**src/ssb_defines.svh**
```systemverilog
// Constants for the servo stop and brake control block.
// Assumes inclusion by bare name from the package and design files.
`ifndef SSB_DEFINES_SVH
`define SSB_DEFINES_SVH
// ----------------------------------------------------------------------
// Register indexes
// ----------------------------------------------------------------------
`define SSB_IDX_PRIMARY      8'h04
`define SSB_IDX_SECOND       8'h05
`define SSB_IDX_OT_DETECT    8'h06
`define SSB_IDX_OT_STOP      8'h07
`define SSB_IDX_LOCK_DLY     8'h08
`define SSB_IDX_BK_DLY       8'h09
`define SSB_IDX_REL_SPD      8'h10
`define SSB_IDX_STATUS       8'h20
`define SSB_IDX_MASK         8'h21
`define SSB_IDX_ACTIVE       8'h22
// ----------------------------------------------------------------------
// Ranges and reset values
// ----------------------------------------------------------------------
`define SSB_PRIMARY_MAX      16'h0002
`define SSB_SECOND_MAX       16'h0001
`define SSB_OT_DETECT_MAX    16'h0001
`define SSB_OT_STOP_MAX      16'h0002
`define SSB_LOCK_DLY_MAX     16'h0032
`define SSB_BK_DLY_MIN       16'h000a
`define SSB_BK_DLY_MAX       16'h0064
`define SSB_BK_DLY_RST       16'h0032
`define SSB_REL_SPD_MAX      16'h2710
`define SSB_REL_SPD_RST      16'h0064
// ----------------------------------------------------------------------
// Timing: 10 ms step at a 10 ns clock period
// ----------------------------------------------------------------------
`define SSB_STEP_MS          10
`define SSB_CLK_NS           10
`define SSB_STEP_CYC         ((`SSB_STEP_MS * 1000000) / `SSB_CLK_NS)
// Status bit positions
`define SSB_EV_STOP          0
`define SSB_EV_OT_WARN       1
`define SSB_EV_BK_OFF        2
`define SSB_EV_BAD_WR        3
`define SSB_NEV              4
`endif

```
**src/ssb_pkg.sv**
```systemverilog
// Types shared by the servo stop and brake control files.
// Assumes ssb_defines.svh is on the include path.
`include "ssb_defines.svh"
package ssb_pkg;
	// Motor drive action driven toward the power stage
	typedef enum logic [2:0] {
		SSB_ACT_RUN   = 3'h0,
		SSB_ACT_DB    = 3'h1,
		SSB_ACT_COAST = 3'h2,
		SSB_ACT_ZERO  = 3'h3,
		SSB_ACT_TLIM  = 3'h4,
		SSB_ACT_LOCK  = 3'h5
	} ssb_act_t;
endpackage : ssb_pkg

```
**src/ssb_cfg_mem.sv**
```systemverilog
// Small register memory holding the seven parameter words.
// Assumes writes are pre-checked by the caller; read data registered.
`timescale 1ns/10ps
`include "ssb_defines.svh"
module ssb_cfg_mem #(
	parameter int W = 16
) (
	input  wire logic         mclk_in,
	input  wire logic         rst_n_in,
	input  wire logic         we_in,
	input  wire logic [2:0]   waddr_in,
	input  wire logic [W-1:0] wdata_in,
	input  wire logic [2:0]   raddr_in,
	output logic      [W-1:0] rdata_out,
	output logic      [W-1:0] word0_out,
	output logic      [W-1:0] word1_out,
	output logic      [W-1:0] word2_out,
	output logic      [W-1:0] word3_out,
	output logic      [W-1:0] word4_out,
	output logic      [W-1:0] word5_out,
	output logic      [W-1:0] word6_out
);
	logic [W-1:0] sel_mem [0:3];
	logic [W-1:0] tim_mem [0:2];
	logic [1:0]   wt;
	logic [1:0]   rt;
	assign wt = 2'(waddr_in - 3'h4);
	assign rt = 2'(raddr_in - 3'h4);
	// Selection slots 0..3 carry no reset: like a non-volatile store they
	// survive the power cycle (reset) that makes them take effect
	always_ff @(posedge mclk_in) begin
		if (we_in && waddr_in < 3'h4) begin
			sel_mem[waddr_in[1:0]] <= wdata_in;
		end
	end
	// Timing slots 4..6 return to their defaults on reset
	always_ff @(posedge mclk_in or negedge rst_n_in) begin
		if (!rst_n_in) begin
			tim_mem[0] <= '0;
			tim_mem[1] <= `SSB_BK_DLY_RST;
			tim_mem[2] <= `SSB_REL_SPD_RST;
			rdata_out  <= '0;
		end else begin
			if (we_in && waddr_in >= 3'h4 && waddr_in < 3'h7) begin
				tim_mem[wt] <= wdata_in;
			end
			if (raddr_in < 3'h4) begin
				rdata_out <= sel_mem[raddr_in[1:0]];
			end else if (raddr_in < 3'h7) begin
				rdata_out <= tim_mem[rt];
			end else begin
				rdata_out <= '0;
			end
		end
	end
	// Words feed logic directly; timing writes act at once
	assign word0_out = sel_mem[0];
	assign word1_out = sel_mem[1];
	assign word2_out = sel_mem[2];
	assign word3_out = sel_mem[3];
	assign word4_out = tim_mem[0];
	assign word5_out = tim_mem[1];
	assign word6_out = tim_mem[2];
endmodule : ssb_cfg_mem

```
**src/ssb_ctrl.sv**
```systemverilog
// Servo stop method selection and holding brake timing.
// Assumes same-clock register port; pins are synchronised here.
// Function
// Servo-off or first alarm: dynamic brake hold, brake then release, or coast.
// Second alarm: zero speed rapid stop, or reuse the primary method.
// Overtravel warnings detected and reported only when detection option is one.
// Overtravel stop selection zero uses the primary stop method.
// Selection one: torque-limited deceleration, then locked when stopped.
// Selection two: torque-limited deceleration, then free running when stopped.
// Stationary servo-off: keep power for lock delay, 10 ms steps, up to 50.
// Rotating stop: release brake output after 10 to 100 steps of 10 ms.
// Brake output drops at delay expiry or speed below release threshold.
// Stop selections apply after power cycle; brake timing applies at once.
// Controller starts and stops via commands, not repeated power toggling.
// Out-of-range parameter writes are ignored and keep the old value.
`timescale 1ns/10ps
`include "ssb_defines.svh"
module ssb_ctrl
	import ssb_pkg::*;
#(
	parameter int STEP_CYC = `SSB_STEP_CYC
) (
	input  wire logic               mclk_in,
	input  wire logic               rstn_in,
	input  wire logic [7:0]         addr_in,
	input  wire logic [15:0]        wdata_in,
	input  wire logic               wr_in,
	input  wire logic               rd_in,
	output logic      [15:0]        rdata_out,
	input  wire logic               servo_on_in,
	input  wire logic               alarm1_in,
	input  wire logic               alarm2_in,
	input  wire logic               main_off_in,
	input  wire logic               overtravel_in,
	input  wire logic [15:0]        speed_in,
	output ssb_pkg::ssb_act_t       act_out,
	output logic                    dynamic_brake_out,
	output logic                    motor_power_out,
	output logic                    holding_brake_output_out,
	output logic                    ot_warn_out,
	output logic                    irq_out
);
	import ssb_pkg::*;

	// ------------------------------------------------------------------
	// Reset release and pin synchronisers
	// ------------------------------------------------------------------
	logic [1:0] rst_sync;
	logic       rst_n;
	// Two stages on release keep the reset edge away from the clock
	always_ff @(posedge mclk_in or negedge rstn_in) begin
		if (!rstn_in) begin
			rst_sync <= 2'h0;
		end else begin
			rst_sync <= {rst_sync[0], 1'b1};
		end
	end
	assign rst_n = rst_sync[1];

	logic [4:0] pin_s1;
	logic [4:0] pin_s2;
	// Only the second stage is read by logic; reset to the running idle
	// level so no false servo-off stop follows every reset
	always_ff @(posedge mclk_in or negedge rst_n) begin
		if (!rst_n) begin
			pin_s1 <= 5'h01;
			pin_s2 <= 5'h01;
		end else begin
			pin_s1 <= {overtravel_in, main_off_in, alarm2_in, alarm1_in,
				servo_on_in};
			pin_s2 <= pin_s1;
		end
	end
	logic son, al1, al2, moff, ot;
	assign son  = pin_s2[0];
	assign al1  = pin_s2[1];
	assign al2  = pin_s2[2];
	assign moff = pin_s2[3];
	assign ot   = pin_s2[4];

	// ------------------------------------------------------------------
	// Parameter store
	// ------------------------------------------------------------------
	logic [2:0]  mem_waddr;
	logic [2:0]  mem_raddr;
	logic        in_range;
	logic        pwr_wr;
	logic [15:0] mem_rdata;
	logic [15:0] lock_dly, bk_dly, rel_spd;
	logic [15:0] sel0, sel1, sel2, sel3;

	// Map indexes onto slots 0..6; anything else lands on slot 7
	function automatic logic [2:0] slot(input logic [7:0] a);
		case (a)
			`SSB_IDX_PRIMARY:   slot = 3'h0;
			`SSB_IDX_SECOND:    slot = 3'h1;
			`SSB_IDX_OT_DETECT: slot = 3'h2;
			`SSB_IDX_OT_STOP:   slot = 3'h3;
			`SSB_IDX_LOCK_DLY:  slot = 3'h4;
			`SSB_IDX_BK_DLY:    slot = 3'h5;
			`SSB_IDX_REL_SPD:   slot = 3'h6;
			default:            slot = 3'h7;
		endcase
	endfunction : slot

	assign mem_waddr = slot(addr_in);
	assign mem_raddr = slot(addr_in);
	// Range check per slot
	always_comb begin
		case (mem_waddr)
			3'h0: in_range = wdata_in <= `SSB_PRIMARY_MAX;
			3'h1: in_range = wdata_in <= `SSB_SECOND_MAX;
			3'h2: in_range = wdata_in <= `SSB_OT_DETECT_MAX;
			3'h3: in_range = wdata_in <= `SSB_OT_STOP_MAX;
			3'h4: in_range = wdata_in <= `SSB_LOCK_DLY_MAX;
			3'h5: in_range = wdata_in >= `SSB_BK_DLY_MIN &&
				wdata_in <= `SSB_BK_DLY_MAX;
			3'h6: in_range = wdata_in <= `SSB_REL_SPD_MAX;
			default: in_range = 1'b0;
		endcase
	end
	assign pwr_wr = wr_in && (mem_waddr != 3'h7) && in_range;

	ssb_cfg_mem #(.W(16)) u_mem (
		.mclk_in   (mclk_in),
		.rst_n_in  (rst_n),
		.we_in     (pwr_wr),
		.waddr_in  (mem_waddr),
		.wdata_in  (wdata_in),
		.raddr_in  (mem_raddr),
		.rdata_out (mem_rdata),
		.word0_out (sel0),
		.word1_out (sel1),
		.word2_out (sel2),
		.word3_out (sel3),
		.word4_out (lock_dly),
		.word5_out (bk_dly),
		.word6_out (rel_spd)
	);

	// ------------------------------------------------------------------
	// State
	// ------------------------------------------------------------------
	typedef enum logic [4:0] {
		ST_RUN  = 5'h01,
		ST_STOP = 5'h02,
		ST_LOCK = 5'h04,
		ST_BKWT = 5'h08,
		ST_OFF  = 5'h10
	} ssb_st_t;

	typedef struct packed {
		ssb_st_t     st;
		logic        latched;
		logic [1:0]  prim;
		logic        sec;
		logic        otdet;
		logic [1:0]  otstop;
		logic [31:0] cnt;
		logic [15:0] steps;
		ssb_act_t    act;
		logic        db;
		logic        pwr;
		logic        bk;
		logic        otw;
		logic [`SSB_NEV-1:0] stat;
		logic [`SSB_NEV-1:0] mask;
		logic        rd_q;
		logic [7:0]  rd_addr;
		logic        irq;
	} ssb_state_t;

	ssb_state_t s, next_s;
	logic stopped;
	logic stop_req;
	logic [`SSB_NEV-1:0] ev;
	logic [`SSB_NEV-1:0] wclr;

	assign stopped  = (speed_in == 16'h0000);
	assign stop_req = !son || al1 || al2 || moff || (ot && s.otdet);

	// ------------------------------------------------------------------
	// Next-state logic
	// ------------------------------------------------------------------
	always_comb begin
		next_s = s;
		ev     = '0;
		wclr   = '0;
		// Selections are captured once after reset, a power-cycle stand-in
		if (!s.latched) begin
			next_s.latched = 1'b1;
			next_s.prim    = sel0[1:0];
			next_s.sec     = sel1[0];
			next_s.otdet   = sel2[0];
			next_s.otstop  = sel3[1:0];
		end
		// Mask and clear writes
		if (wr_in && addr_in == `SSB_IDX_MASK) begin
			next_s.mask = wdata_in[`SSB_NEV-1:0];
		end
		if (wr_in && addr_in == `SSB_IDX_STATUS) begin
			wclr = wdata_in[`SSB_NEV-1:0];
		end
		if (wr_in && !pwr_wr && addr_in != `SSB_IDX_MASK &&
			addr_in != `SSB_IDX_STATUS) begin
			ev[`SSB_EV_BAD_WR] = 1'b1;
		end
		next_s.otw = ot && s.otdet;
		if (ot && s.otdet && !s.otw) begin
			ev[`SSB_EV_OT_WARN] = 1'b1;
		end
		next_s.cnt = (s.cnt == 32'(STEP_CYC - 1)) ? 32'h0 : s.cnt + 32'h1;
		if (s.cnt == 32'(STEP_CYC - 1) && s.steps != 16'h0) begin
			next_s.steps = s.steps - 16'h1;
		end
		case (s.st)
			ST_RUN: begin
				next_s.act = SSB_ACT_RUN;
				next_s.db  = 1'b0;
				next_s.pwr = 1'b1;
				next_s.bk  = 1'b1;
				if (stop_req) begin
					ev[`SSB_EV_STOP] = 1'b1;
					next_s.cnt = 32'h0;
					if (stopped && !son) begin
						next_s.st    = ST_LOCK;
						next_s.bk    = 1'b0;
						next_s.steps = lock_dly;
					end else begin
						next_s.st    = ST_STOP;
						next_s.steps = bk_dly;
					end
				end
			end
			ST_LOCK: begin
				// Power held while the brake engages, avoids axis sag
				next_s.bk = 1'b0;
				if (s.steps == 16'h0) begin
					next_s.pwr = 1'b0;
					next_s.st  = ST_OFF;
				end
			end
			ST_STOP: begin
				next_s.st = ST_BKWT;
			end
			ST_BKWT: begin
				// Either condition drops the brake output
				if (s.bk && (s.steps == 16'h0 || speed_in < rel_spd)) begin
					next_s.bk = 1'b0;
					ev[`SSB_EV_BK_OFF] = 1'b1;
				end
				if (!stop_req && stopped) begin
					next_s.st = ST_RUN;
				end
			end
			ST_OFF: begin
				next_s.pwr = 1'b0;
				next_s.bk  = 1'b0;
				if (!stop_req) begin
					next_s.st = ST_RUN;
				end
			end
			default: next_s.st = ST_RUN;
		endcase
		// Stop action is chosen again every cycle, so it takes its
		// after-stop form (release, lock, free run) once the shaft halts
		if (s.st == ST_STOP || s.st == ST_BKWT) begin
			if (al2 && !s.sec) begin
				next_s.act = SSB_ACT_ZERO;
			end else if (ot && s.otdet && !al1 && !al2 && son &&
				s.otstop != 2'h0) begin
				next_s.act = stopped ?
					((s.otstop == 2'h1) ? SSB_ACT_LOCK : SSB_ACT_COAST)
					: SSB_ACT_TLIM;
			end else begin
				// Primary method, also for overtravel selection zero
				case (s.prim)
					2'h0: next_s.act = SSB_ACT_DB;
					2'h1: next_s.act = stopped ? SSB_ACT_COAST
						: SSB_ACT_DB;
					default: next_s.act = SSB_ACT_COAST;
				endcase
			end
			next_s.db  = (next_s.act == SSB_ACT_DB);
			next_s.pwr = (next_s.act == SSB_ACT_ZERO) ||
				(next_s.act == SSB_ACT_TLIM) ||
				(next_s.act == SSB_ACT_LOCK);
		end
		// Set wins over clear; a set mask bit hides its status bit from irq, not from reads
		next_s.stat = (s.stat & ~wclr) | ev;
		next_s.irq  = |(next_s.stat & ~next_s.mask);
		next_s.rd_q = rd_in;
		next_s.rd_addr = addr_in;
	end

	// ------------------------------------------------------------------
	// State register
	// ------------------------------------------------------------------
	always_ff @(posedge mclk_in or negedge rst_n) begin
		if (!rst_n) begin
			s <= '{st: ST_RUN, act: SSB_ACT_RUN, default: '0};
		end else begin
			s <= next_s;
		end
	end

	// ------------------------------------------------------------------
	// Read data: one cycle after the strobe, only then
	// ------------------------------------------------------------------
	always_comb begin
		rdata_out = 16'h0;
		if (s.rd_q) begin
			case (s.rd_addr)
				`SSB_IDX_STATUS: rdata_out = {12'h0, s.stat};
				`SSB_IDX_MASK:   rdata_out = {12'h0, s.mask};
				`SSB_IDX_ACTIVE: rdata_out = {8'h0, s.st, s.act};
				default:         rdata_out = mem_rdata;
			endcase
		end
	end

	assign act_out                  = s.act;
	assign dynamic_brake_out        = s.db;
	assign motor_power_out          = s.pwr;
	assign holding_brake_output_out = s.bk;
	assign ot_warn_out              = s.otw;
	assign irq_out                  = s.irq;

	// ------------------------------------------------------------------
	// Checks
	// ------------------------------------------------------------------
	property p_bad_write_kept;
		@(posedge mclk_in) disable iff (!rst_n)
		(wr_in && mem_waddr == 3'h5 && !in_range) |=> (bk_dly == $past(bk_dly));
	endproperty
	a_bad_write_kept: assert property (p_bad_write_kept)
		else $error("Out-of-range write changed brake delay");

	property p_ot_off;
		@(posedge mclk_in) disable iff (!rst_n)
		!s.otdet |=> !ot_warn_out;
	endproperty
	a_ot_off: assert property (p_ot_off)
		else $error("Overtravel warning raised while detection off");

	property p_lock_power;
		@(posedge mclk_in) disable iff (!rst_n)
		(s.st == ST_LOCK && s.steps != 16'h0) |=> motor_power_out;
	endproperty
	a_lock_power: assert property (p_lock_power)
		else $error("Power removed before lock delay");

	property p_bk_speed;
		@(posedge mclk_in) disable iff (!rst_n)
		(s.st == ST_BKWT && speed_in < rel_spd) |=> !holding_brake_output_out;
	endproperty
	a_bk_speed: assert property (p_bk_speed)
		else $error("Brake output held below release speed");

	property p_bk_delay;
		@(posedge mclk_in) disable iff (!rst_n)
		(s.st == ST_BKWT && s.steps == 16'h0) |=> !holding_brake_output_out;
	endproperty
	a_bk_delay: assert property (p_bk_delay)
		else $error("Brake output held after delay");

	property p_zero_stop;
		@(posedge mclk_in) disable iff (!rst_n)
		(s.st == ST_STOP && al2 && !s.sec) |=> (act_out == SSB_ACT_ZERO);
	endproperty
	a_zero_stop: assert property (p_zero_stop)
		else $error("Second alarm did not zero speed");

	property p_db_hold;
		@(posedge mclk_in) disable iff (!rst_n)
		(s.st == ST_STOP && s.prim == 2'h0 && !al2 && !(ot && s.otdet))
		|=> dynamic_brake_out;
	endproperty
	a_db_hold: assert property (p_db_hold)
		else $error("Primary method zero without dynamic brake");

	property p_irq;
		@(posedge mclk_in) disable iff (!rst_n)
		|(s.stat & ~s.mask) |-> irq_out;
	endproperty
	a_irq: assert property (p_irq)
		else $error("Interrupt low with unmasked status");

endmodule : ssb_ctrl

```
**config.mk**
```make
export PLATFORM = sky130hd
export DESIGN_NAME = ssb_ctrl
export DESIGN_NICKNAME = d
export VERILOG_FILES = /design/src/ssb_pkg.sv /design/src/ssb_cfg_mem.sv /design/src/ssb_ctrl.sv
export VERILOG_INCLUDE_DIRS = /design/src
export SDC_FILE = /design/constraint.sdc
export NUM_CORES = 1
export LEC_CHECK = 0
export BUFFER_PORTS_ARGS = -buffer_cell sky130_fd_sc_hd__buf_2
export CORE_MARGIN = 2
export CORE_UTILIZATION = 61
export DETAILED_ROUTE_END_ITERATION = 16
export PLACE_DENSITY = 0.83
export SYNTH_ARGS = -nofsm -noshare
export SYNTH_HDL_FRONTEND = slang
export SYNTH_SLANG_ARGS = --single-unit
```
**constraint.sdc**
```tcl
create_clock -name mclk_in -period 6.3 [get_ports mclk_in]
set_input_delay 1.89 -clock mclk_in [delete_from_list [all_inputs] [get_ports mclk_in]]
set_output_delay 1.89 -clock mclk_in [all_outputs]
set_load 0.02 [all_outputs]
```
# Word-level counts from Yosys, hierarchy flattened

Memories as Yosys holds them, arrays and structs flattened. A register that Yosys moved wholly into a read port is not among the register bits.
Index checks and enable logic that the tools add are counted.

Register bits after elaboration: 155
Memory bits (writable): 64
Input port bits: 49
Output and inout port bits: 24
Memories: 1

Memory list:

| memory        | words | bits a word | rd ports | clocked after memory_dff | write ports | line              | text |
|---|---|---|---|---|---|---|---|
| u_mem.sel_mem | 4     | 16          | 5        | 4                        | 1           | ssb_cfg_mem.sv:23 | `logic [W-1:0] sel_mem [0:3];` |

$add $sub $neg: 3
$lt $le $gt $ge: 12
Equal/unequal tests: 39
Mux-type cells: 47
Bitwise gates (word level): 6
Reductions and logical operators: 62

Operators by type and width:

| operator                                                                 | number |
|---|---|
| 16-bit two-way mux                                                       | 8 |
| 52-bit two-way mux                                                       | 1 |
| 48-bit bitwise mux                                                       | 1 |
| 48-bit two-way mux                                                       | 1 |
| 16-bit case mux with 3 select lines                                      | 1 |
| 8-bit by 6-bit equality test with 1-bit output (second input constant)   | 5 |
| 32-bit by 1-bit adder with 32-bit output (second input constant)         | 1 |
| 16-bit binary-select mux with 2-bit select                               | 1 |
| 16-bit demux with 2-bit select                                           | 1 |
| 32-bit by 20-bit equality test with 1-bit output (second input constant) | 1 |
| 8-bit by 3-bit equality test with 1-bit output (second input constant)   | 4 |
| 16-bit zero test                                                         | 2 |
| 32-bit two-way mux                                                       | 1 |
| 5-bit two-way mux                                                        | 5 |
| 5-bit case mux with 5 select lines                                       | 1 |
| 1-bit logical AND                                                        | 23 |
| 3-bit case mux with 7 select lines                                       | 1 |
| 3-bit two-way mux                                                        | 6 |
| 8-bit by 4-bit equality test with 1-bit output (second input constant)   | 2 |
| 16-bit by 4-bit >= comparator with 1-bit output (second input constant)  | 1 |
| 16-bit by 1-bit <= comparator with 1-bit output (second input constant)  | 1 |
| 16-bit by 14-bit <= comparator with 1-bit output (second input constant) | 1 |
| 16-bit by 2-bit <= comparator with 1-bit output (second input constant)  | 1 |
| 16-bit by 6-bit <= comparator with 1-bit output (second input constant)  | 1 |
| other kinds (42)                                                         | 98 |

# Logic depth before layout (Yosys ltp)

Gate-level depths: netlist of the first run.

Depth in word-level cells: 14
Mapped depth: 9
Mapped depth without buffers: 8

# By module

From an unflattened synthesis of the first run, not the netlist that was laid out.

Cell total of the unflattened synthesis: 942
Area total of the unflattened synthesis: 10938.0 sq um

By module, submodules not included:

| module      | times used | cells an instance | area each (sq um) | sequential area each (sq um) |
|---|---|---|---|---|
| ssb_ctrl    | 1          | 625               | 5756.8            | 2431.1 |
| ssb_cfg_mem | 1          | 317               | 5181.2            | 3530.9 |

# Least setup slack after synthesis of the first run

Ideal clock, no wire load.

Path type: input -> register
From: in addr_in[5]
To: mem u_mem.sel_mem[0][0], enable pin
Setup time: 0.409 ns
Data arrival time: 4.491 ns
Required time: 5.891 ns
Setup slack: 1.399 ns
Cell stages on the path: 7
Path through: or3_1 > buf_2 > or3_1 > clkbuf_1 > nor3_1 > o2111ai_1 > nor3_1

Cells in the longest elaborated chain, start to end: 9

RTL lines:

| item                                                                         | line              | text |
|---|---|---|
| start: declaration                                                           | ssb_ctrl.sv:25    | `input wire logic [7:0] addr_in,` |
| 8-bit by 5-bit equality test with 1-bit output, or another cell as far along | ssb_ctrl.sv:94    | `case (a)` |
| 3-bit case mux with 7 select lines (*)                                       | ssb_ctrl.sv:94    |  |
| 3-bit by 2-bit equality test with 1-bit output, or another cell as far along | ssb_ctrl.sv:110   | `case (mem_waddr)` |
| 2-bit OR reduction (no line)                                                 | --                |  |
| 1-bit case mux with 5 select lines                                           | ssb_ctrl.sv:110   |  |
| 1-bit logical AND                                                            | ssb_ctrl.sv:122   | `assign pwr_wr = wr_in && (mem_waddr != 3'h7) && in_range;` |
| 1-bit logical AND                                                            | ssb_cfg_mem.sv:32 | `if (we_in && waddr_in < 3'h4) begin` |
| 1-bit two-way mux                                                            | ssb_cfg_mem.sv:32 |  |
| 1-bit two-way mux (not written as such)                                      | ssb_cfg_mem.sv:33 | `sel_mem[waddr_in[1:0]] <= wdata_in;` |
| end: declaration                                                             | ssb_cfg_mem.sv:23 |  |

Every way passes the cells marked *; elsewhere a longest branch is shown, timed or not.

# Worst setup path in the final report of the first run

From: in addr_in[5]
To: reg u_mem.tim_mem, in the netlist u_mem.word5_out[2]

Cells in the longest elaborated chain, start to end: 9

RTL lines:

| item                                                                                                                      | line              | text |
|---|---|---|
| 8-bit by 5-bit equality test with 1-bit output, or another cell as far along                                              | ssb_ctrl.sv:94    |  |
| 3-bit case mux with 7 select lines (*)                                                                                    | ssb_ctrl.sv:94    |  |
| 2-bit by 1-bit subtractor with 2-bit output                                                                               | ssb_cfg_mem.sv:27 | `assign wt = 2'(waddr_in - 3'h4);` |
| 2-bit inverter with 3-bit output (not written as such)                                                                    | ssb_cfg_mem.sv:45 | `tim_mem[wt] <= wdata_in;` |
| 3-bit >= comparator (not written as such) / 3-bit by 1-bit less-than comparator with 1-bit output (equally long branches) | ssb_cfg_mem.sv:45 |  |
| 1-bit logical AND (not written as such)                                                                                   | ssb_cfg_mem.sv:45 |  |
| 16-bit two-way mux (not written as such)                                                                                  | ssb_cfg_mem.sv:45 |  |
| 16-bit demux with 2-bit select                                                                                            | ssb_cfg_mem.sv:45 |  |
| 48-bit bitwise mux                                                                                                        | ssb_cfg_mem.sv:45 |  |
| end signal: indexed assignment                                                                                            | ssb_cfg_mem.sv:45 |  |
| end: declaration                                                                                                          | ssb_cfg_mem.sv:24 | `logic [W-1:0] tim_mem [0:2];` |

Marked as above.
A chain may end at the register's enable or synchronous reset.

==> reports/summary.txt, run 1 <==
Nets - 1058
DR iter-0 viols - 817
CP Data Arrival Time - 5100 ps
critical path class - input port to register
top cells by area, synth - dfrtp_1 35%, edfxtp_1 18%, mux2_2 4.9%
Slew @ Worst Pin - 1141 ps
final wirelength - 25480 um
Synth area leader - dfrtp_1
required time worst endpoint - 6690 ps
switch share - 0.2808
Synth Register Bits - 225
crit path capture type - register
post-CTS setup buffer count - 0
Routed Antenna Nets - 0
Critical path origin - addr_in[5]
row count - 48
hold_sp - pin_s1[1]
Final min period - 4710 ps
Post-Synthesis Cells - 929
fin crit share - 0.7477
die area - 18650 sq um
Synth Cell Area - 10720 sq um
Via density - 6.333
Peak supply drop - 264.4 uV
slowest CP cell - or4_1
ys flop type - dfrtp_1
worst clock skew - 18.41 ps
Hold WC Path Type - register to register
LEAKAGE - 5.068 nW
EDFF count, synth - 64
core box area - 17240 sq um
vias in the first global route - 7888
Comb power frac - 0.151
TNS Setup - 0 ps
unrepaired setup endpoints after global routing - no
Die Span Y - 136.6 um
post-CTS sizing - 0
Die X - 136.6 um
fillers - 1193
slowest stage delay, CP - 900 ps
CTS HTree Levels - 1
Hold Path Stages - 0
CTS tree - built
most common cell after layout, fill and taps aside - dfrtp_1
Buffers on Ports - 72
CTS Buf Count - 24
area delta synth->final - 12.49%
crit path cell chain - buf_2, or3_1, or4_1, nor4_4, a311oi_4, nor3_4, mux2_2
Total GRT Usage - 0.2850
Final Hold Viols - 0
Starting Density - 0.6220
Mapped Avg Cell Area - 11.54 sq um
Worst Hold Margin - 349.5 ps
clock network fraction of design power - 0.384
max-slew violation count - 0
Unique masters post-synth - 78
reg2reg start - pin_s2[0]
post-synth top area share - 0.3548
Reg power frac - 0.465
switching power - 0.001027 W
Fmax - 212.3 MHz
ys async rst share - 0.7156
Cell Int Power - 0.002632 W
reg2reg path depth - 6
fraction of layout cells with a size suffix above 1 - 0.1980
DR vias - 7821
gp weighted congestion - 0.8626
sequential share of the synthesized area - 0.5561
Max FO, Critical Path - 19
final setup vio count - 0
Detailed Routing Iterations Pass 1 - 6
max-cap violation count - 0
status - finished clean
post-DR wirelength/cell - 20.63 um
n_diodes - 0
commonest cells after routing, fill and taps aside - 151 x dfrtp_1, 72 x buf_2, 65 x nor2_1, 64 x edfxtp_1
clock-pin transition on the worst setup and hold timing paths - 60 ps
Power Density - 303.4 nW/um^2
Rel. slew slack - 0.2320
number of remaining DRC errors - 0
clk_lat worst skew - 520 ps
Max clock buf depth - 3
CTS Hold Buffers Added - 0
root buf cell - clkbuf_16
clock tree sinks - 225
I/O Pins - 73
Power Total - 0.003659 W
first-pass GRT wire length - 41260 um
largest net degree at the start of global routing - 82
antenna violations before repair - 0
Yosys warnings - 0
Final HPWL DP - 16800 um
Critical Path Source Type - input port
grt ovf - 0
sequential cells by signal, indices dropped and copies added (netlist names):
signal	flops
u_mem.word4_out	16
act_out	3
s	77
holding_brake_output_out	1
dynamic_brake_out	1
u_mem.sel_mem	64
pin_s1	5
u_mem.rdata_out	16
pin_s2	5
u_mem.word6_out	16
irq_out	1
ot_warn_out	1
motor_power_out	1
u_mem.word5_out	16
rst_sync	2
per-stage QoR:
step / utilization / cells / area, sq um / worst slack, ps
floorplan: - / 930 / 10730 / 1399
global placement: 0.6537 / 1191 / 11270 / 1182
detailed placement: 0.6537 / 1191 / 11270 / 1124
CTS: 0.6997 / 1235 / 12060 / 1627
global route: 0.6997 / 1235 / 12060 / 1480
finish: 0.6997 / 1235 / 12060 / 1590
layer usage:
metal / global-route usage / wire, um / up-vias
met2: 0.4589 / 12100 / 324
met1: 0.3892 / 10770 / 3872
li1: - / - / 3555
met5: 0 / 0 / -
met4: 0.1088 / 792 / 0
met3: 0.04963 / 1819 / 70
power groups by stage:
| stage | Combinational (W) | Sequential [W] | Clock, W |
|---|---|---|---|
| final | 0.000552 | 0.00170 | 0.00140 |
| after CTS | 0.000552 | 0.00170 | 0.00142 |
| after global routing | 0.000615 | 0.00172 | 0.00148 |
| after global placement | 0.000521 | 0.00172 | 0 |
| after detailed placement | 0.000541 | 0.00172 | 0 |
| after floorplan | 0.000408 | 0.00170 | 0 |
final timing paths:
check,slack [ps],end
max,1590,u_mem.word5_out[2]
min reg2reg,350,pin_s2[1]
max in group asynchronous,4150,s[79]
max reg2reg,3070,irq_out
min in group asynchronous,510,s[44]
min,350,pin_s2[1]
cell usage after synthesis (3+ instances only):
cell and count:
a21oi_1 37, nor4_1 16, mux2i_1 20, edfxtp_1 64, xnor2_1 10, clkbuf_1 35
nor2_1 65, nand2_1 47, and3_1 10, xor2_1 34, nand3b_1 4, buf_4 3
a211oi_1 15, nand4_1 22, nor4b_1 3, buf_1 5, a22oi_1 20, mux2_1 8
o22a_1 3, and4_1 4, and2_1 13, nor2b_1 39, dfrtp_1 152, a21boi_0 3
o31ai_1 5, o21a_1 3, or3_1 4, nor3_1 18, mux2_2 47, o221a_2 3
ha_1 17, or4_1 8, nand2b_1 10, buf_2 3, a22o_1 7, a221oi_1 18
dfstp_2 9, nand3_1 18, o21ai_0 42, nor3b_1 3, inv_1 28, or2_2 5
a31oi_1 6
logic make-up after synthesis:
family	after synthesis	share of synthesized area
flip-flops	225	0.5561
adder cells (fa/ha/maj)	17	0.01984
AO/OA/AOI/OAI	187	0.1224
buffers and inverters	76	0.02941
other	1	0.0003498
XOR/XNOR	44	0.03594
AND/OR/NAND/NOR	304	0.1595
multiplexers	75	0.07644
critical path: cells and delay by family:
family,cells,cell delay (ps)
muxes,1,410
and+or+nand+nor,4,2520
buffers and inverters,1,130
AOI/OAI and AO/OA,1,130
layout make-up:
type	instances	area (sq um)	area share
clock inverters	12	111.4	0.009233
multi-input cells	629	4464	0.3702
flip-flops and latches	225	5966	0.4947
clock buffers	32	681.9	0.05654
inverters	28	105.1	0.008715
repair buffers	84	450.4	0.03735
well taps	225	281.5	0.02334
(Power assumes the default switching activity.)
==> run 2: changes to the inputs <==
--- a/config.mk
+++ b/config.mk
@@ -6,11 +6,12 @@
 export SDC_FILE = /design/constraint.sdc
 export NUM_CORES = 1
 export LEC_CHECK = 0
+export ABC_AREA = 1
 export BUFFER_PORTS_ARGS = -buffer_cell sky130_fd_sc_hd__buf_2
 export CORE_MARGIN = 2
-export CORE_UTILIZATION = 61
+export CORE_UTILIZATION = 55
 export DETAILED_ROUTE_END_ITERATION = 16
-export PLACE_DENSITY = 0.83
+export PLACE_DENSITY = 0.79
 export SYNTH_ARGS = -nofsm -noshare
 export SYNTH_HDL_FRONTEND = slang
 export SYNTH_SLANG_ARGS = --single-unit
==> constraint.sdc (replaced) <==
create_clock -name mclk_in -period 4.1 [get_ports mclk_in]
set_input_delay 1.23 -clock mclk_in [delete_from_list [all_inputs] [get_ports mclk_in]]
set_output_delay 1.23 -clock mclk_in [all_outputs]
set_load 0.02 [all_outputs]
==> run 2 against run 1 <==
  * Via count is 14% higher
  * Sequential power is 47% higher
  * Die area is 14% higher
  * Routed wire length is 4.8% higher
  * Final area is 3.2% higher
  * Synthesized cell count is 36% higher
  * Power is 47% higher
  * Core utilization is 6.6 points lower
  * Final cell count is 32% higher
  * Largest power group unchanged
==> reports/summary.txt, run 2 <==
status - finished clean
largest family of logic cells by synthesized area - simple AND/OR/NAND/NOR gates
fin crit share - 0.9447
synthesized-area fraction occupied by xor and xnor cells - 0.01974 (-0.01621)
compound-cell area share of the yosys netlist - 0.1061 (-0.01628)
Total GRT Usage - 0.2526 (-0.03243)
ys async rst share - 0.7156 (unchanged)
post-synth top area share - 0.3429 (-0.01188)
post-CTS sizing - 0 (unchanged)
Yosys warnings - 0 (unchanged)
Peak supply drop - 350.4 uV (+33%)
max-slew violation count - 0 (unchanged)
sequential share of the synthesized area - 0.5374 (-0.01863)
Final Hold Viols - 0 (unchanged)
Rel. slew slack - 0.3367 (+0.1047)
CP Data Arrival Time - 2640 ps (-2460 ps)
critical path class - register to output pin
count leader, synth - nand2_1
number of remaining DRC errors - 0 (unchanged)
CTS HTree Levels - 1 (unchanged)
simple-gate share of the synthesized area - 0.2427 (+0.08320)
placed instance count - 1585 (+33%)
Detailed Routing Iterations Pass 1 - 6 (unchanged)
post-place setup slack - 498.4 ps (-625.6 ps)
max-cap violation count - 0 (unchanged)
grt ovf - 0 (unchanged)
Nets - 1412 (+33%)
number of flip-flops in the largest register - 77 (unchanged)
ys flop type - dfrtp_1
I/O Pins - 73 (unchanged)
fillers - 1666 (+40%)
EDFF count, synth - 64 (unchanged)
crit path capture type - output pin
CTS Buf Count - 24 (unchanged)
final wirelength - 26700 um (+4.8%)
Synth Register Bits - 225 (unchanged)
TNS Setup - 0 ps (unchanged)
die area - 21320 sq um (+14%)
row count - 51 (+6.3%)
core box area - 19650 sq um (+14%)
Layout Cells excl Fill - 1629 (+32%)
Setup WS post-layout - 226.7 ps (-1363 ps)
Power Total - 0.005396 W (+47%)
commonest cells after routing, fill and taps aside - 295 x nand2_1, 161 x inv_1, 151 x dfrtp_1, 121 x nor2_1, 76 x nand3_1
post-synthesis mux area share - 0.001015 (-0.07542)
clock tree sinks - 225 (unchanged)
synthesized-area fraction occupied by adder cells - 0.01917 (-0.0006646)
reg2reg start - s[25]
LEAKAGE - 5.635 nW (+11%)
Max clock buf depth - 3 (unchanged)
clock-pin transition on the worst setup and hold timing paths - 60 ps (about the same)
Die Span Y - 146.0 um (+6.9%)
fraction of layout cells with a size suffix above 1 - 0.1334 (-0.06459)
Final HPWL DP - 19150 um (+14%)
FF/Latch Area - 5966 sq um (unchanged)
required time worst endpoint - 2870 ps (-3820 ps)
Via density - 5.478 (-13%)
Unique masters post-synth - 53 (-32%)
area delta synth->final - 12.19%
first-pass GRT wire length - 43900 um (+6.4%)
Mapped Avg Cell Area - 8.762 sq um (-24%)
clk_lat worst skew - 520 ps (about the same)
post-DR wirelength/cell - 16.39 um (-21%)
Slew @ Worst Pin - 995.0 ps (-146.5 ps)
FF-to-FF End - s[40]
final setup vio count - 0 (unchanged)
DR iter-0 viols - 782 (-4.3%)
Post-Synthesis Cells - 1266 (+36%)
DR vias - 8924 (+14%)
most common cell after layout, fill and taps aside - nand2_1
Synth area leader - dfrtp_1
Critical Path End - rdata_out[10]
Power Density - 433.6 nW/um^2 (+43%)
Synth Cell Area - 11090 sq um (+3.5%)
Critical Path Source Type - register
register-to-register setup slack - 1380 ps (-1690 ps)
Critical path origin - s[6]
gp weighted congestion - 0.9481 (+9.9%)
Starting Density - 0.5644 (-0.05760)
post-CTS setup buffer count - 0 (unchanged)
Final min period - 3873 ps
CTS Hold Buffers Added - 0 (unchanged)
top cells by area, synth - dfrtp_1 34%, edfxtp_1 17%, nand2_1 10%
unrepaired setup endpoints after global routing - no
antenna violations before repair - 0 (unchanged)
hold_sp - rst_sync[0]
Max FO, Critical Path - 9 (-10)
Buffers on Ports - 72 (unchanged)
largest net degree at the start of global routing - 77 (-6.1%)
Fmax - 258.2 MHz
Routed Antenna Nets - 0 (unchanged)
root buf cell - clkbuf_16
Hold WC Path Type - register to register
Multi-input gate area - 4320 sq um (-3.2%)
Biggest register - s
CTS tree - built
most frequent cells after synthesis - 295 x nand2_1, 161 x inv_1, 152 x dfrtp_1
Die X - 146.0 um (+6.9%)
vias in the first global route - 8802 (+12%)
reg2reg path depth - 12 (+6)
worst clock skew - 7.143 ps (-11.27 ps)
n_diodes - 0 (unchanged)
[run 2: cell types whose count changed after synthesis, sizes merged, moves of 39 or more]
cell	previous run	this run
nand2	47	304
nand3	18	81
o21ai	43	99
inv	28	168
mux2	55	1
nor2b	39	0
nor2	65	135
[run 2: cell type report]
class | instances | area share
Clock inverter | 9 | 0.003519
Clock buffer | 35 | 0.05489
Inverter | 168 | 0.05067
Timing Repair Buffer | 85 | 0.03780
Multi-Input combinational cell | 842 | 0.3471
Tap cell | 265 | 0.02664
Sequential cell | 225 | 0.4793
[run 2: how the worst min path moves through the flow]
stage                  endpoint  cells after the start
finish              rst_sync[1]                      0
global route          pin_s2[1]                      0
CTS                 rst_sync[1]                      0
detailed placement    pin_s2[3]                      0
global placement      pin_s2[4]                      0
floorplan           rst_sync[1]                      0
[run 2: per-stage QoR]
stage | hold slack, ps | cell area (sq um) | utilization
3_3_place_gp | 333.3 | 11720 | 0.5963
4_1_cts | 350.2 | 12450 | 0.6332
3_5_place_dp | 336.5 | 11720 | 0.5963
6_report | 349.2 | 12450 | 0.6332
2_1_floorplan | 331.1 | 11100 | -
5_1_grt | 361.8 | 12450 | 0.6332
[run 2: routing by layer]
layer  vias to the layer above  GRT usage  share of wire
met5                         -          0              0
met4                         0    0.07864          0.028
met3                        53    0.03250          0.061
met2                       320     0.4321           0.49
met1                      4207     0.3385           0.42
li1                       4344          -              -
[run 2: kinds of logic after synthesis]
group,Yosys count
other cells,1
simple gates,595
mux,1
fa+ha+maj,17
compound gates,202
xor+xnor,25
buf+inv,200
flops,225
[run 2: power breakdown]
| group | leakage [nW] | internal (W) | switching [W] |
|---|---|---|---|
| sequential | 2.68 | 0.00241 | 0.0000919 |
| combinational | 2.60 | 0.000280 | 0.000600 |
| clock | 0.356 | 0.00115 | 0.000861 |
| total | 5.63 | 0.00384 | 0.00155 |
[run 2: critical path, cell delays in order (launching register included)]
cell and delay (ps):
dfrtp_1 360, inv_1 50, nor2_1 40, nand2_1 120, inv_1 50, nand4_1 110, inv_1 110, nor3_2 540
nand2_1 370, nor2_1 190, buf_2 190
==> run 3: changes to the inputs <==
--- a/config.mk
+++ b/config.mk
@@ -11,6 +11,7 @@
 export CORE_MARGIN = 2
 export CORE_UTILIZATION = 55
 export DETAILED_ROUTE_END_ITERATION = 16
+export GPL_TIMING_DRIVEN = 0
 export PLACE_DENSITY = 0.79
 export SYNTH_ARGS = -nofsm -noshare
 export SYNTH_HDL_FRONTEND = slang
==> run 3 against run 2 <==
  * Flip-flop and latch count stayed put
  * First-iteration DRC count fell by 30%
  * Die area stayed put
  * Final area rose by 1.9%
  * Critical path type unchanged
  * Hold slack worse by 1.8 ps
  * Clock power is 8% higher
  * Register-to-register slack improved by 280 ps
==> reports/summary.txt, run 3 (same netlist as run 2, synthesis figures left out) <==
row count - 51 (unchanged)
Die X - 146.0 um (unchanged)
most common cell after layout, fill and taps aside - nand2_1
Power Total - 0.005614 W (+4.0%)
Starting Density - 0.5644 (unchanged)
max-cap violation count - 0 (unchanged)
Critical path origin - s[6]
crit path capture type - output pin
worst clock skew - 15.33 ps (+8.190 ps)
Slew @ Worst Pin - 930.1 ps (-64.82 ps)
antenna violations before repair - 0 (unchanged)
Final HPWL DP - 20000 um (+4.5%)
post-CTS sizing - 0 (unchanged)
die area - 21320 sq um (unchanged)
Design Area, Final - 12680 sq um (+1.9%)
Fmax - 266.3 MHz (+3.2%)
CP Data Arrival Time - 2520 ps (-120 ps)
register-to-register setup slack - 1660 ps (+280 ps)
fraction of layout cells with a size suffix above 1 - 0.1473 (+0.01386)
largest net degree at the start of global routing - 62 (-19%)
post-CTS setup buffer count - 0 (unchanged)
fillers - 1658 (-0.48%)
Buffers on Ports - 72 (unchanged)
FF-to-FF End - s[40]
post-DR wirelength/cell - 16.41 um (+0.14%)
CTS Hold Buffers Added - 0 (unchanged)
LEAKAGE - 5.743 nW (+1.9%)
fin crit share - 0.9158 (-0.02892)
Critical Path Source Type - register
reg2reg path depth - 12 (unchanged)
CTS HTree Levels - 1 (unchanged)
I/O Pins - 73 (unchanged)
Final Hold Viols - 0 (unchanged)
unrepaired setup endpoints after global routing - no
Multi-input gate area - 4352 sq um (+0.72%)
Peak supply drop - 372.8 uV (+6.4%)
placed inst area - 11850 sq um (+1.1%)
vias in the first global route - 8917 (+1.3%)
critical path class - register to output pin
reg2reg start - s[25]
CTS Buf Count - 24 (unchanged)
Power Density - 442.8 nW/um^2 (+2.1%)
n_diodes - 0 (unchanged)
commonest cells after routing, fill and taps aside - 295 x nand2_1, 161 x inv_1, 151 x dfrtp_1, 117 x nor2_1, 87 x buf_2
Critical Path End - rdata_out[13]
Total GRT Usage - 0.2552 (+0.002637)
root buf cell - clkbuf_16
Max FO, Critical Path - 9 (unchanged)
clock-pin transition on the worst setup and hold timing paths - 60 ps (about the same)
Via density - 5.513 (+0.63%)
area delta synth->final - 14.28%
Max clock buf depth - 3 (unchanged)
DR vias - 9096 (+1.9%)
grt ovf - 0 (unchanged)
gp weighted congestion - 0.9208 (-2.9%)
core box area - 19650 sq um (unchanged)
Rel. slew slack - 0.3792 (+0.04255)
number of flip-flops in the largest register - 77 (unchanged)
clock tree sinks - 225 (unchanged)
number of remaining DRC errors - 0 (unchanged)
first-pass GRT wire length - 44120 um (+0.50%)
Biggest register - s
required time worst endpoint - 2870 ps (about the same)
clk_lat worst skew - 530 ps (about the same)
Routed Antenna Nets - 0 (unchanged)
max-slew violation count - 0 (unchanged)
final wirelength - 27080 um (+1.4%)
CTS tree - built
Detailed Routing Iterations Pass 1 - 5 (-1)
Worst Hold Margin - 347.4 ps (-1.792 ps)
status - finished clean
Die Span Y - 146.0 um (unchanged)
Hold WC Path Type - register to register
Nets - 1433 (+1.5%)
final setup vio count - 0 (unchanged)
Final min period - 3755 ps (-118.6 ps)
DR iter-0 viols - 545 (-30%)
FF/Latch Area - 5966 sq um (unchanged)
==> run 3: cell types whose count changed in the layout (fill, tap and decap cells not counted), sizes merged <==
| cell | before | now |
|---|---|---|
| clkinv | 8 | 6 |
| buf | 85 | 98 |
| bufinv | 0 | 2 |
| inv | 168 | 169 |
| clkbuf | 35 | 42 |
==> run 3: report_power, final <==
part           internal (W)  switching, W  total (W)
registers           0.00241     0.0000837    0.00249
logic              0.000313      0.000633   0.000945
clock network       0.00129      0.000886    0.00217
==> run 3: routing by layer <==
| layer | vias to the layer above | GRT usage | wire length [um] |
|---|---|---|---|
| met5 | - | 0 | 0 |
| met4 | 0 | 0.08301 | 895 |
| met3 | 71 | 0.02656 | 1524 |
| met2 | 339 | 0.4448 | 13210 |
| met1 | 4300 | 0.3378 | 11450 |
| li1 | 4386 | - | - |
==> run 3: worst min path at each step <==
stage,start,depth (start not counted),end,slack (ps)
finish,pin_s1[4],0,pin_s2[4],350
global route,pin_s1[3],0,pin_s2[3],350
CTS,pin_s1[4],0,pin_s2[4],350
detailed placement,pin_s1[2],0,pin_s2[2],330
global placement,pin_s1[3],0,pin_s2[3],330
floorplan,rst_sync[0],0,rst_sync[1],330
==> run 3: worst max-delay path, cell delays in order (launching register included) <==
cell,delay (ps)
dfrtp_1,350
inv_1,40
nor2_1,30
nand2_1,160
inv_1,60
nand4_1,130
inv_1,130
nor3_4,400
nand2_1,310
nor2_1,190
buf_2,180
==> run 3: cell type report <==
class                      instances  share of cell area
sequential                       225              0.4706
timing repair buffer              74             0.03277
inverter                         168             0.04974
multi-input combinational        842              0.3433
tap                              265             0.02615
clock inverter                    10            0.009376
buffer                            32             0.01451
clock buffer                      34             0.05359
==> run 3: stage by stage <==
step                std cells  TNS [ps]  setup WS, ps    util
floorplan                1267         0         601.0       -
global placement         1604     -9304        -180.9  0.5999
detailed placement       1606    -10870        -241.0  0.6029
CTS                      1650         0         77.41  0.6436
global route             1650         0         153.7  0.6450
finish                   1650         0         345.3  0.6450
